[src/isp_pkg.sv]
// Constants for the interrupt source block: register offsets, field positions,
// reset values and sizes. Assumes a 32-bit APB with byte addresses on paddr.
package isp_pkg;
	localparam int          ADDR_W         = 8;
	localparam int          DATA_W         = 32;
	localparam logic [7:0]  OFF_RESET_CTRL = 8'h00;
	localparam logic [7:0]  OFF_IRQ_CTRL   = 8'h04;
	localparam logic [7:0]  OFF_IRQ_CTRL2  = 8'h08;
	localparam logic [7:0]  OFF_IRQ_CTRL3  = 8'h0C;
	localparam logic [7:0]  OFF_TMR_LOW    = 8'h10;
	localparam logic [7:0]  OFF_TMR_HIGH   = 8'h14;
	localparam logic [7:0]  OFF_TMR_CFG    = 8'h18;
	localparam logic [7:0]  OFF_PORT_VAL   = 8'h1C;
	localparam logic [7:0]  OFF_PORT_DIR   = 8'h20;
	localparam logic [7:0]  OFF_CORE_STAT  = 8'h24;
	localparam int          RC_PRIO_EN     = 7;
	localparam int          RC_SW_RESET    = 4;
	localparam int          RC_WDOG        = 3;
	localparam int          RC_PDOWN       = 2;
	localparam int          RC_POWERON     = 1;
	localparam int          RC_BROWNOUT    = 0;
	localparam logic [7:0]  RC_RESET       = 8'h1C;
	localparam logic [7:0]  RC_WR_MASK     = 8'h93;
	localparam logic [7:0]  RC_IMPL_MASK   = 8'h9F;
	localparam int          IC_GLOBAL_EN   = 7;
	localparam int          IC_LOW_EN      = 6;
	localparam int          IC_TMR_EN      = 5;
	localparam int          IC_EXT0_EN     = 4;
	localparam int          IC_PORT_EN     = 3;
	localparam int          IC_TMR_FLAG    = 2;
	localparam int          IC_EXT0_FLAG   = 1;
	localparam int          IC_PORT_FLAG   = 0;
	localparam logic [7:0]  IC_RESET       = 8'h00;
	localparam int          IC2_EDGE0      = 6;
	localparam int          IC2_EDGE1      = 5;
	localparam int          IC2_EDGE2      = 4;
	localparam int          IC2_TMR_PRIO   = 2;
	localparam int          IC2_PORT_PRIO  = 0;
	localparam logic [7:0]  IC2_RESET      = 8'h75;
	localparam logic [7:0]  IC2_MASK       = 8'h75;
	localparam int          IC3_EXT2_PRIO  = 7;
	localparam int          IC3_EXT1_PRIO  = 6;
	localparam int          IC3_EXT2_EN    = 4;
	localparam int          IC3_EXT1_EN    = 3;
	localparam int          IC3_EXT2_FLAG  = 1;
	localparam int          IC3_EXT1_FLAG  = 0;
	localparam logic [7:0]  IC3_RESET      = 8'hC0;
	localparam logic [7:0]  IC3_MASK       = 8'hDB;
	localparam int          TCFG_WIDE      = 0;
	localparam int          TCFG_RUN       = 1;
	localparam logic [7:0]  TCFG_RESET     = 8'h00;
	localparam logic [7:0]  TCFG_MASK      = 8'h03;
	localparam logic [3:0]  PORT_DIR_RESET = 4'hF;
	localparam int          CS_HIGH        = 0;
	localparam int          CS_LOW         = 1;
	localparam int          CS_OVF         = 2;
	localparam int          CS_UNF         = 3;
	localparam int          CS_WAKE        = 4;
	localparam int          N_EXT          = 3;
	localparam int          N_PORT         = 4;
	localparam int          N_SRC          = 5;
	localparam int          PC_W           = 21;
	localparam int          STK_AW         = 5;
	localparam logic [5:0]  STK_DEPTH      = 6'h1F;
endpackage

[src/isp_irq_sources.sv]
// Interrupt sources, priority resolution and context saving, APB register slave.
// Assumes pins arrive asynchronously and core strobes are core_clk pulses.
//
// Local design decisions: register access over APB and the address map.
`timescale 1ns/1ps
module isp_irq_sources
	import isp_pkg::*;
(
	input  wire logic              core_clk,
	input  wire logic              srst,
	input  wire logic              psel,
	input  wire logic              penable,
	input  wire logic              pwrite,
	input  wire logic [ADDR_W-1:0] paddr,
	input  wire logic [DATA_W-1:0] pwdata,
	input  wire logic [3:0]        pstrb,
	output logic      [DATA_W-1:0] prdata,
	output logic                   pready,
	output logic                   pslverr,
	input  wire logic [N_EXT-1:0]  ext_irq_pins,
	input  wire logic [N_PORT-1:0] port_pins,
	input  wire logic              timer_tick,
	input  wire logic [4:0]        cause_set,
	input  wire logic [4:0]        cause_clr,
	input  wire logic              core_sleep,
	input  wire logic              core_irq_ack,
	input  wire logic              core_irq_return,
	input  wire logic [PC_W-1:0]   core_ret_pc,
	input  wire logic [7:0]        core_working_reg,
	input  wire logic [7:0]        core_status_reg,
	input  wire logic [7:0]        core_bank_select_reg,
	output logic                   irq_high,
	output logic                   irq_low,
	output logic                   wake_req,
	output logic                   wake_branch,
	output logic      [PC_W-1:0]   ret_pc,
	output logic                   ret_pc_valid,
	output logic      [7:0]        fast_working_reg,
	output logic      [7:0]        fast_status_reg,
	output logic      [7:0]        fast_bank_select_reg
);
	function automatic logic isp_hit(input logic [ADDR_W-1:0] a, input logic [7:0] off);
		isp_hit = (a == off);
	endfunction

	logic [7:0]          reset_control_reg;
	logic [7:0]          irq_control_reg;
	logic [7:0]          irq_control_reg_second;
	logic [7:0]          irq_control_reg_third;
	logic [7:0]          tmr_low;
	logic [7:0]          tmr_high;
	logic [7:0]          tmr_cfg;
	logic [N_PORT-1:0]   port_dir;
	logic [N_PORT-1:0]   port_old;
	logic                stk_ovf;
	logic                stk_unf;
	logic [5:0]          stk_ptr;
	logic [6:0]          sync1;
	logic [6:0]          sync2;
	logic [6:0]          sync3;
	logic [6:0]          stable;
	logic [6:0]          agree;
	logic [6:0]          changed;
	logic [N_EXT-1:0]    ext_edge_select;
	logic [N_EXT-1:0]    ext_edge;
	logic [N_PORT-1:0]   port_mis;
	logic                wr_go;
	logic                rd_setup;
	logic                addr_ok;
	logic [7:0]          rd_val;
	logic [7:0]          wb;
	logic                tmr_inc;
	logic                wrap_low;
	logic                tmr_ovf;
	logic [N_SRC-1:0]    src_flag;
	logic [N_SRC-1:0]    src_en;
	logic [N_SRC-1:0]    src_prio;
	logic [N_SRC-1:0]    src_active;
	logic                priority_levels_enable;
	logic                next_high;
	logic                next_low;
	logic                push;
	logic                pop;

	assign wb = pwdata[7:0];
	assign wr_go = psel && penable && pready && pwrite && pstrb[0];
	assign rd_setup = psel && !penable && !pwrite;
	assign priority_levels_enable = reset_control_reg[RC_PRIO_EN];

	// Pin synchronisers; the first stage feeds only the second
	always_ff @(posedge core_clk)
	begin
		sync1 <= {port_pins, ext_irq_pins};
		sync2 <= sync1;
		sync3 <= sync2;
		// Track the settled level in reset so a pin held high gives no false edge
		if (srst)
			stable <= sync3;
		else
			stable <= (stable & ~agree) | (sync3 & agree);
	end

	assign agree = ~(sync2 ^ sync3);
	assign changed = agree & (sync3 ^ stable);
	assign ext_edge_select = {irq_control_reg_second[IC2_EDGE2],
		irq_control_reg_second[IC2_EDGE1], irq_control_reg_second[IC2_EDGE0]};

	genvar gi;
	generate
		for (gi = 0; gi < N_EXT; gi++)
		begin : g_edge
			assign ext_edge[gi] = changed[gi] && (sync3[gi] == ext_edge_select[gi]);
		end
	endgenerate

	assign port_mis = (stable[6:3] ^ port_old) & port_dir;

	// Register decode
	always_comb
	begin
		addr_ok = 1'b1;
		rd_val = 8'h00;
		if (isp_hit(paddr, OFF_RESET_CTRL))
			rd_val = reset_control_reg & RC_IMPL_MASK;
		else if (isp_hit(paddr, OFF_IRQ_CTRL))
			rd_val = irq_control_reg;
		else if (isp_hit(paddr, OFF_IRQ_CTRL2))
			rd_val = irq_control_reg_second;
		else if (isp_hit(paddr, OFF_IRQ_CTRL3))
			rd_val = irq_control_reg_third;
		else if (isp_hit(paddr, OFF_TMR_LOW))
			rd_val = tmr_low;
		else if (isp_hit(paddr, OFF_TMR_HIGH))
			rd_val = tmr_high;
		else if (isp_hit(paddr, OFF_TMR_CFG))
			rd_val = tmr_cfg;
		else if (isp_hit(paddr, OFF_PORT_VAL))
			rd_val = {stable[6:3], 4'h0};
		else if (isp_hit(paddr, OFF_PORT_DIR))
			rd_val = {port_dir, 4'h0};
		else if (isp_hit(paddr, OFF_CORE_STAT))
			rd_val = {3'h0, wake_req, stk_unf, stk_ovf, irq_low, irq_high};
		else
			addr_ok = 1'b0;
	end

	// Zero-wait APB: answer registered during the setup cycle
	always_ff @(posedge core_clk)
	begin
		if (srst)
		begin
			pready <= 1'b0;
			pslverr <= 1'b0;
			prdata <= 32'h0000_0000;
		end
		else
		begin
			pready <= psel && !penable;
			pslverr <= psel && !penable && !addr_ok;
			prdata <= rd_setup ? {24'h00_0000, rd_val} : 32'h0000_0000;
		end
	end

	// Port snapshot taken by a read of the port value
	always_ff @(posedge core_clk)
	begin
		if (srst)
			port_old <= 4'h0;
		else if (rd_setup && isp_hit(paddr, OFF_PORT_VAL))
			port_old <= stable[6:3];
	end

	always_ff @(posedge core_clk)
	begin
		if (srst)
			port_dir <= PORT_DIR_RESET;
		else if (wr_go && isp_hit(paddr, OFF_PORT_DIR))
			port_dir <= wb[7:4];
	end

	// Reset control: hardware set wins over clear and over software
	always_ff @(posedge core_clk)
	begin
		if (srst)
			reset_control_reg <= RC_RESET;
		else
		begin
			if (wr_go && isp_hit(paddr, OFF_RESET_CTRL))
				reset_control_reg <= ((reset_control_reg & ~RC_WR_MASK & ~{3'h0, cause_clr})
					| (wb & RC_WR_MASK) | {3'h0, cause_set}) & RC_IMPL_MASK;
			else
				reset_control_reg <= ((reset_control_reg & ~{3'h0, cause_clr})
					| {3'h0, cause_set}) & RC_IMPL_MASK;
		end
	end

	// Interrupt control: flags set by events, set wins over a written clear
	always_ff @(posedge core_clk)
	begin
		if (srst)
			irq_control_reg <= IC_RESET;
		else
		begin
			irq_control_reg <= (wr_go && isp_hit(paddr, OFF_IRQ_CTRL)) ? wb : irq_control_reg;
			if (ext_edge[0])
				irq_control_reg[IC_EXT0_FLAG] <= 1'b1;
			if (tmr_ovf)
				irq_control_reg[IC_TMR_FLAG] <= 1'b1;
			if (|port_mis)
				irq_control_reg[IC_PORT_FLAG] <= 1'b1;
		end
	end

	always_ff @(posedge core_clk)
	begin
		if (srst)
			irq_control_reg_second <= IC2_RESET;
		else if (wr_go && isp_hit(paddr, OFF_IRQ_CTRL2))
			irq_control_reg_second <= wb & IC2_MASK;
	end

	always_ff @(posedge core_clk)
	begin
		if (srst)
			irq_control_reg_third <= IC3_RESET;
		else
		begin
			if (wr_go && isp_hit(paddr, OFF_IRQ_CTRL3))
				irq_control_reg_third <= wb & IC3_MASK;
			if (ext_edge[1])
				irq_control_reg_third[IC3_EXT1_FLAG] <= 1'b1;
			if (ext_edge[2])
				irq_control_reg_third[IC3_EXT2_FLAG] <= 1'b1;
		end
	end

	// Timer zero count; a software write takes precedence over a tick
	assign tmr_inc = timer_tick && tmr_cfg[TCFG_RUN];
	assign wrap_low = tmr_inc && (tmr_low == 8'hFF);
	assign tmr_ovf = tmr_cfg[TCFG_WIDE] ? (wrap_low && tmr_high == 8'hFF) : wrap_low;

	always_ff @(posedge core_clk)
	begin
		if (srst)
			tmr_cfg <= TCFG_RESET;
		else if (wr_go && isp_hit(paddr, OFF_TMR_CFG))
			tmr_cfg <= wb & TCFG_MASK;
	end

	always_ff @(posedge core_clk)
	begin
		if (srst)
			tmr_low <= 8'h00;
		else if (wr_go && isp_hit(paddr, OFF_TMR_LOW))
			tmr_low <= wb;
		else if (tmr_inc)
			tmr_low <= tmr_low + 8'h01;
	end

	always_ff @(posedge core_clk)
	begin
		if (srst)
			tmr_high <= 8'h00;
		else if (wr_go && isp_hit(paddr, OFF_TMR_HIGH))
			tmr_high <= wb;
		else if (wrap_low && tmr_cfg[TCFG_WIDE])
			tmr_high <= tmr_high + 8'h01;
	end

	// Priority resolution
	assign src_flag = {irq_control_reg[IC_PORT_FLAG], irq_control_reg[IC_TMR_FLAG],
		irq_control_reg_third[IC3_EXT2_FLAG], irq_control_reg_third[IC3_EXT1_FLAG],
		irq_control_reg[IC_EXT0_FLAG]};
	assign src_en = {irq_control_reg[IC_PORT_EN], irq_control_reg[IC_TMR_EN],
		irq_control_reg_third[IC3_EXT2_EN], irq_control_reg_third[IC3_EXT1_EN],
		irq_control_reg[IC_EXT0_EN]};
	assign src_prio = {irq_control_reg_second[IC2_PORT_PRIO],
		irq_control_reg_second[IC2_TMR_PRIO],
		irq_control_reg_third[IC3_EXT2_PRIO], irq_control_reg_third[IC3_EXT1_PRIO],
		1'b1};
	assign src_active = src_flag & src_en;

	always_comb
	begin
		if (priority_levels_enable)
		begin
			next_high = irq_control_reg[IC_GLOBAL_EN] && |(src_active & src_prio);
			next_low = irq_control_reg[IC_LOW_EN] && |(src_active & ~src_prio) && !next_high;
		end
		else
		begin
			next_high = irq_control_reg[IC_GLOBAL_EN] && |src_active;
			next_low = 1'b0;
		end
	end

	always_ff @(posedge core_clk)
	begin
		if (srst)
		begin
			irq_high <= 1'b0;
			irq_low <= 1'b0;
			wake_req <= 1'b0;
			wake_branch <= 1'b0;
		end
		else
		begin
			irq_high <= next_high;
			irq_low <= next_low;
			wake_req <= core_sleep && |src_active;
			wake_branch <= core_sleep && (next_high || next_low);
		end
	end

	// Context saving on entry
	always_ff @(posedge core_clk)
	begin
		if (srst)
		begin
			fast_working_reg <= 8'h00;
			fast_status_reg <= 8'h00;
			fast_bank_select_reg <= 8'h00;
		end
		else if (core_irq_ack)
		begin
			fast_working_reg <= core_working_reg;
			fast_status_reg <= core_status_reg;
			fast_bank_select_reg <= core_bank_select_reg;
		end
	end

	assign push = core_irq_ack && (stk_ptr < STK_DEPTH);
	assign pop = !core_irq_ack && core_irq_return && (stk_ptr != 6'h00);

	always_ff @(posedge core_clk)
	begin
		if (srst)
		begin
			stk_ptr <= 6'h00;
			stk_ovf <= 1'b0;
			stk_unf <= 1'b0;
			ret_pc_valid <= 1'b0;
		end
		else
		begin
			ret_pc_valid <= pop;
			if (push)
				stk_ptr <= stk_ptr + 6'h01;
			else if (pop)
				stk_ptr <= stk_ptr - 6'h01;
			if (core_irq_ack && !push)
				stk_ovf <= 1'b1;
			else if (wr_go && isp_hit(paddr, OFF_CORE_STAT) && wb[CS_OVF])
				stk_ovf <= 1'b0;
			if (!core_irq_ack && core_irq_return && stk_ptr == 6'h00)
				stk_unf <= 1'b1;
			else if (wr_go && isp_hit(paddr, OFF_CORE_STAT) && wb[CS_UNF])
				stk_unf <= 1'b0;
		end
	end

	isp_stack_mem u_stack (
		.core_clk (core_clk),
		.we       (push),
		.waddr    (stk_ptr[STK_AW-1:0]),
		.wdata    (core_ret_pc),
		.re       (pop),
		.raddr    (stk_ptr[STK_AW-1:0] - 5'h01),
		.rdata    (ret_pc)
	);

	unimpl_zero_a: assert property (@(posedge core_clk) disable iff (srst)
		(psel && penable && !pwrite && paddr == OFF_RESET_CTRL) |-> prdata[6:5] == 2'b00)
		else $error("reset control bits 6:5 not zero");
	prio_write_a: assert property (@(posedge core_clk) disable iff (srst)
		(wr_go && paddr == OFF_RESET_CTRL) |=> reset_control_reg[RC_PRIO_EN] == $past(wb[7]))
		else $error("priority enable not written");
	single_level_a: assert property (@(posedge core_clk) disable iff (srst)
		!priority_levels_enable |=> !irq_low)
		else $error("low request with priority levels off");
	edge_flag_a: assert property (@(posedge core_clk) disable iff (srst)
		(changed[0] && sync3[0] == ext_edge_select[0]) |=> irq_control_reg[IC_EXT0_FLAG])
		else $error("edge did not set flag");
	gated_off_a: assert property (@(posedge core_clk) disable iff (srst)
		(src_active == 5'h00) |=> !irq_high && !irq_low && !wake_req)
		else $error("request without enabled flag");
	ext0_high_a: assert property (@(posedge core_clk) disable iff (srst)
		(priority_levels_enable && irq_control_reg[IC_GLOBAL_EN] && src_active[0])
		|=> irq_high && !irq_low)
		else $error("external zero not high priority");
	wrap8_a: assert property (@(posedge core_clk) disable iff (srst)
		(tmr_inc && !tmr_cfg[TCFG_WIDE] && tmr_low == 8'hFF) |=> irq_control_reg[IC_TMR_FLAG])
		else $error("8-bit wrap missed");
	wrap16_a: assert property (@(posedge core_clk) disable iff (srst)
		(tmr_inc && tmr_cfg[TCFG_WIDE] && tmr_low == 8'hFF && tmr_high != 8'hFF
		&& !irq_control_reg[IC_TMR_FLAG] && !wr_go) |=> !irq_control_reg[IC_TMR_FLAG])
		else $error("16-bit mode flagged low wrap");
	out_pin_a: assert property (@(posedge core_clk) disable iff (srst)
		(port_dir == 4'h0 && !irq_control_reg[IC_PORT_FLAG] && !wr_go)
		|=> !irq_control_reg[IC_PORT_FLAG])
		else $error("output pin raised port change");
	wake_a: assert property (@(posedge core_clk) disable iff (srst)
		(core_sleep && src_active != 5'h00) |=> wake_req)
		else $error("no wake from enabled flag");
	fast_save_a: assert property (@(posedge core_clk) disable iff (srst)
		core_irq_ack |=> fast_working_reg == $past(core_working_reg)
		&& fast_bank_select_reg == $past(core_bank_select_reg))
		else $error("context not saved");

	ext_flag_c: cover property (@(posedge core_clk) disable iff (srst) ext_edge[1] ##1 irq_high);
	wrap16_c: cover property (@(posedge core_clk) disable iff (srst)
		tmr_ovf && tmr_cfg[TCFG_WIDE]);
	low_irq_c: cover property (@(posedge core_clk) disable iff (srst) irq_low);
	stack_c: cover property (@(posedge core_clk) disable iff (srst) push ##[1:20] pop);
endmodule

[src/isp_stack_mem.sv]
// Return address stack storage: one write port, one read port.
// Assumes the caller keeps the pointer; read data appear one clock after re.
`timescale 1ns/1ps
module isp_stack_mem
	import isp_pkg::*;
(
	input  wire logic              core_clk,
	input  wire logic              we,
	input  wire logic [STK_AW-1:0] waddr,
	input  wire logic [PC_W-1:0]   wdata,
	input  wire logic              re,
	input  wire logic [STK_AW-1:0] raddr,
	output logic      [PC_W-1:0]   rdata
);
	logic [PC_W-1:0] mem [0:(1<<STK_AW)-1];

	always_ff @(posedge core_clk)
	begin
		if (we)
			mem[waddr] <= wdata;
	end

	always_ff @(posedge core_clk)
	begin
		if (re)
			rdata <= mem[raddr];
	end
endmodule
[config.mk]
export PLATFORM = sky130hd
export DESIGN_NAME = isp_irq_sources
export DESIGN_NICKNAME = d
export VERILOG_FILES = /design/src/isp_pkg.sv /design/src/isp_irq_sources.sv /design/src/isp_stack_mem.sv
export SDC_FILE = /design/constraint.sdc
export NUM_CORES = 1
export LEC_CHECK = 0
export BUFFER_PORTS_ARGS = -buffer_cell sky130_fd_sc_hd__buf_2
export CAP_MARGIN = 30
export CORE_UTILIZATION = 42
export CTS_CLUSTER_SIZE = 16
export DETAILED_ROUTE_END_ITERATION = 12
export HOLD_SLACK_MARGIN = 0.02
export PLACE_DENSITY = 0.58
export SLEW_MARGIN = 20
export SYNTH_ARGS = -nofsm -noshare
export SYNTH_HDL_FRONTEND = slang
export SYNTH_SLANG_ARGS = --single-unit
[constraint.sdc]
create_clock -name core_clk -period 4.26 [get_ports core_clk]
set_input_delay 0.639 -clock core_clk [delete_from_list [all_inputs] [get_ports core_clk]]
set_output_delay 0.639 -clock core_clk [all_outputs]
set_load 0.05 [all_outputs]
==> flow_summary.ini, run 1 <==
[timing]
setup_viol = 0
relSlewSlack = 0.303
tightest_slew_ns = 1.04
fmax_mhz = 315
period_share = 0.745
rsz0062_at_grt = false
setup-tns-final_ns = 0
finalCriticalPeriod_ns = 3.17
maxSlewViolCount = 0
fin_skew_ns = 0.0547
hold_viol_final = 0

[global_routing]
track_usage = 0.216
grt_pass1_vias = 18200
grt_pass1_wl_um = 122000
grt_max_degree = 110
overflow = 0
antenna_found_initial = 12

[routing]
viasPerCell = 5.63
routedWlPerCell_um = 26.0
ant_nets = 0
wl_um = 83800
drt_iter0_drc = 1756
drcViolationCount = 0
vias = 18100
detail_route.first_pass.iterations = 5

[layout]
top_regs = u_stack.mem (672), u_stack.rdata (21)
nets = 2245
layout-drive-gt1-share = 0.257
area_delta_synth_final_pct = 16.2
regMostFlops = u_stack.mem
antenna_cells = 0
final_cell_area_sq_mm = 0.0377
largest_register_ffs = 672
final_core_util = 0.495

[die]
die_h_um = 280
start_util = 0.426
core_sq_mm = 0.0761
ios = 199
die_area_sq_mm = 0.0783
die-width_um = 280
rows = 101

[yosys]
syn_avg_cell_area_sq_um = 17.1
ys_top_cells_by_count = 700 x edfxtp_1, 198 x nand2_1, 168 x mux4_2
synth.distinct_cells = 75
ys_top_cells_by_area = edfxtp_1 65%, mux4_2 12%, dfxtp_1 7.4%
synthFlopType = edfxtp_1
synth_top_area_cell = edfxtp_1
async_flop_share = 0
yosysMostFrequentCell = edfxtp_1
synth_enable_flop_cells = 700
ys_seq_area_frac = 0.722
synthCells = 1898
syn_area_sq_mm = 0.0324
yosysWarnings = 0
ys_ff_latch = 819
yosysTopAreaCellShare = 0.649

[power_and_ir_drop]
power_density_mw_per_mm2 = 680
switching_power_w = 0.00886
total_power_w = 0.0256
p_seq_frac = 0.378
p_int_w = 0.0167
power_leakage_nw = 12.6
combinationalPowerShare = 0.334
ir_drop_mv = 0.444
swShare = 0.346
pwr-share-clk = 0.288

[run]
maxCapViolations = 0

[critical_path]
cp_data_arrival_time_ns = 3.52
rrSetupSlack_ns = 1.09
critPathLaunchType = flip-flop
worstPathCellList = inv_1 -> nand3b_1 -> o211a_1 -> buf_4 -> a21oi_1 -> or4_1
cp_slowest_cell = dfxtp_1
r2r_cells = 6
cp_max_fo = 15
critPathLaunch = stk_ptr[4]
critPathKind = flip-flop to flip-flop
r2r-start = stk_ptr[4]
worstSetupEndpointType = flip-flop
crit_path_max_incr_delay_ns = 0.66
crit_end = u_stack.rdata[8]
required_ns = 4.61
rr_endpoint = u_stack.rdata[8]

[clock_tree]
cts_setup_buffers = 0
root_buffer = clkbuf_16
clock_sinks = 819
cts_tree = done
clk_pin_slew_ns = 0.06
htree_num_levels = 3
numCtsBuffers = 88
cts_hold_buffers = 0
clk_latency_ns = 0.66
clockBufferDepth = 3
post_cts_resized = 0

[hold_path]
holdCritPathClass = input port to flip-flop
min_path_cells = 1

[placed_design]
place.gp.congestion = 0.899
hpwlAfterDp_um = 48000
io_buffers = 147
placed_cell_area_sq_mm = 0.0348

[outcome]
status = finished, final reports clean
-- cells by family (layout without fill, tap and decap cells) --
group                      after synthesis  in the layout  share of synthesized area
AOI/OAI and AO/OA                      217            217                     0.0427
xor gates and xnor gates                31             31                    0.00838
adders and majority gates               12             12                    0.00487
buffers and inverters                  142            391                     0.0212
DFF                                    819            819                      0.722
muxes                                  219            219                      0.133
other                                    1             45                   0.000116
and+or+nand+nor                        457            457                     0.0678
-- per-layer routing --
layer,vias to the layer above,share of wire,track usage
met4,12,0.023,0.0552
met1,9515,0.43,0.298
met3,140,0.062,0.0376
met2,640,0.49,0.354
li1,7826,-,-
met5,-,0.00088,0
-- through the flow --
stage	instances	hold WS [ns]	worst slack (ns)
6_report	3221	0.0923	1.09
5_1_grt	3221	0.0609	0.950
4_1_cts	3221	0.0551	1.11
3_5_place_dp	3058	0.312	1.09
3_3_place_gp	3058	0.314	1.13
2_1_floorplan	1942	0.310	0.971
-- cells in the final DEF, fill, tap and decap left out, drive strengths merged, types with 12 or more instances in the layout --
| cell type | count |
|---|---|
| buf | 208 |
| xor2 | 21 |
| a211oi | 21 |
| mux4 | 168 |
| nor2b | 16 |
| conb | 45 |
| clkinv | 42 |
| inv | 25 |
| edfxtp | 700 |
| nor3 | 14 |
| or4 | 23 |
| mux2i | 49 |
| clkbuf | 106 |
| nand2 | 199 |
| nand2b | 19 |
| o21ai | 17 |
| a211o | 12 |
| nand3 | 21 |
| nor2 | 115 |
| a21oi | 99 |
| dfxtp | 119 |
-- power groups by stage --
stage                     Sequential [W]  Combinational [W]  Clock (W)
final                            0.00967            0.00855    0.00738
after floorplan                   0.0101            0.00527          0
after global routing             0.00971            0.00917    0.00783
after global placement           0.00983            0.00859          0
after detailed placement         0.00984            0.00860          0
after CTS                        0.00968            0.00865    0.00753
-- how the worst min path moves through the flow --
stage | end | slack, ns | start
after detailed placement | sync2[2] | 0.31 | sync1[2]
after floorplan | sync2[0] | 0.31 | sync1[0]
after CTS | sync1[2] | 0.06 | ext_irq_pins[2]
final | sync1[1] | 0.09 | ext_irq_pins[1]
after global placement | sync2[2] | 0.31 | sync1[2]
after global routing | sync1[2] | 0.06 | ext_irq_pins[2]
-- cell type report --
| cell class | instances | area (sq um) |
|---|---|---|
| timing repair buffer | 208 | 1310 |
| multi-input combinational | 981 | 8770 |
| clock buffer | 106 | 2310 |
| fill | 6417 | 38400 |
| tap | 1030 | 1290 |
| sequential | 819 | 23400 |
| clock inverter | 57 | 500 |
| inverter | 20 | 75.1 |
-- worst max-delay path, delay by kind of cell, from the launching register on --
family	cells	cell delay, ns
AO/OA/AOI/OAI	2	0.69
buffers and inverters	2	0.62
AND/OR/NAND/NOR	2	0.94
flip-flops	1	0.66
Power figures use the tool's default switching activity.
==> inputs of run 2 (changes only) <==
- PLACE_DENSITY: 0.58 -> 0.6
- clock period: 4.26 -> 2.6 ns (I/O delays scaled with it)
==> run 2 against run 1 <==
Effect of this change: sequential share of layout area fell by 2.7 points; worst setup slack lost 1.0 ns; power up 75%; wire length is 2.2% lower; critical endpoint is now u_stack.rdata[7]; largest power group is now combinational cells.
==> flow_summary.ini, run 2 (synthesis results as in run 1) <==
[routing]
routedWlPerCell_um = 24.4
detail_route.first_pass.iterations = 7
drcViolationCount = 0
wl_um = 82000
ant_nets = 0
drt_iter0_drc = 1511
vias = 18400
viasPerCell = 5.49

[global_routing]
overflow = 0
antenna_found_initial = 3
track_usage = 0.207
grt_pass1_vias = 18600
grt_pass1_wl_um = 119000
grt_max_degree = 77

[layout]
regMostFlops = u_stack.mem
nets = 2385
multi_input_area_sq_mm = 0.00862
largest_register_ffs = 672
area_delta_synth_final_pct = 21.5
fillCellCount = 6205
final_core_util = 0.517
top_regs = u_stack.mem (672), u_stack.rdata (21)
seqCellArea_sq_mm = 0.0234
final_cell_mix = 700 x edfxtp_1, 198 x nand2_1, 168 x mux4_2, 146 x buf_2, 118 x dfxtp_1
layout-drive-gt1-share = 0.286
final_common_cell = edfxtp_1

[clock_tree]
clk_latency_ns = 0.64
cts_tree = done
numCtsBuffers = 87
clockBufferDepth = 3
htree_num_levels = 3
clk_pin_slew_ns = 0.06
root_buffer = clkbuf_16
clock_sinks = 819

[timing]
fmax_mhz = 391
finalCriticalPeriod_ns = 2.56
period_share = 0.983
rsz0062_at_grt = true
fin_skew_ns = 0.0304
maxSlewViolCount = 0
setup-tns-final_ns = 0
setup_viol = 0
hold_viol_final = 0
relSlewSlack = 0.586
fin_ws_ns = 0.0432
tightest_slew_ns = 0.606

[critical_path]
critPathKind = flip-flop to flip-flop
worstSetupEndpointType = flip-flop
cp_data_arrival_time_ns = 2.94
critPathLaunchType = flip-flop
cp_max_fo = 21
critical_path_buf_inv_count = 4
crit_path_max_incr_delay_ns = 0.40
required_ns = 2.98
cp_slowest_cell = or4_1
crit_family = buffers and inverters
cpMostUsedCell = buf_4
worstPathCellList = inv_1 -> ha_4 -> buf_4 -> clkbuf_16 -> mux4_2 -> nand2_1 -> a21oi_1 -> buf_4 -> or4_1

[power_and_ir_drop]
swShare = 0.332
power_density_mw_per_mm2 = 1140
ir_drop_mv = 0.892
p_int_w = 0.0299
combinationalPowerShare = 0.372
power_leakage_nw = 13.5
p_seq_frac = 0.352
pwr-share-clk = 0.277
switching_power_w = 0.0149

[die]
die-width_um = 280
die_area_sq_mm = 0.0783
start_util = 0.426
rows = 101
core_sq_mm = 0.0761
die_h_um = 280
ios = 199

[run]
maxCapViolations = 0

[placed_design]
io_buffers = 147
hpwlAfterDp_um = 49400
post-place-ws_ns = 0.0180
place.gp.congestion = 0.919

[hold_path]
holdCritPathClass = input port to flip-flop

[outcome]
status = finished, final reports clean
-- run 2: power groups by stage --
stage | sequential, W | clock (W) | combinational, W
global route | 0.0158 | 0.0131 | 0.0177
finish | 0.0158 | 0.0124 | 0.0166
global placement | 0.0160 | 0 | 0.0158
floorplan | 0.0166 | 0 | 0.00884
CTS | 0.0158 | 0.0126 | 0.0160
detailed placement | 0.0160 | 0 | 0.0159
-- run 2: final cells by class --
class	count	share of cell area
antenna	1	0.0000636
clock buffer	116	0.0607
clock inverter	42	0.0128
inverter	20	0.00191
multi-input combinational	981	0.219
sequential	819	0.595
tap	1030	0.0328
timing repair buffer	349	0.0778
-- run 2: per-layer routing --
metal / global-route usage / up-vias / share of wire
met5: 0 / - / 0.00017
met4: 0.0639 / 2 / 0.027
met3: 0.0289 / 137 / 0.050
met2: 0.352 / 590 / 0.50
met1: 0.275 / 9590 / 0.42
li1: - / 8114 / -
-- run 2: final timing paths --
kind                                   start              endpoint  slack (ns)  cells past startpoint
worst max-delay path              stk_ptr[0]      u_stack.rdata[7]        0.04                      9
worst min-delay path            cause_clr[1]  reset_control_reg[1]        0.06                      4
worst max register to register    stk_ptr[0]      u_stack.rdata[7]        0.04                      9
worst min register to register      sync1[1]              sync2[1]        0.32                      0
-- run 2: metrics by stage --
step	hold WS [ns]	instance area [sq um]	instances	power, W
after CTS	0.0297	39000	3344	0.0443
after global routing	0.0871	39300	3358	0.0466
final	0.0603	39300	3358	0.0448
after detailed placement	0.314	35800	3146	0.0319
after global placement	0.314	35800	3146	0.0317
after floorplan	0.310	32600	1942	0.0254
-- run 2: worst min-delay path, cell delays in order --
cell and delay [ns]:
buf_2 0.08, o22ai_1 0.06, o21ai_0 0.07, a21oi_1 0.06
-- run 2: repair_timing --
item                                   4_1_cts  5_1_grt
endpoints found under the hold margin       38        0
hold buffers                                40        0
setup endpoints to repair                    0       20
buffers inserted                             0        6
gates resized for setup                      0       14
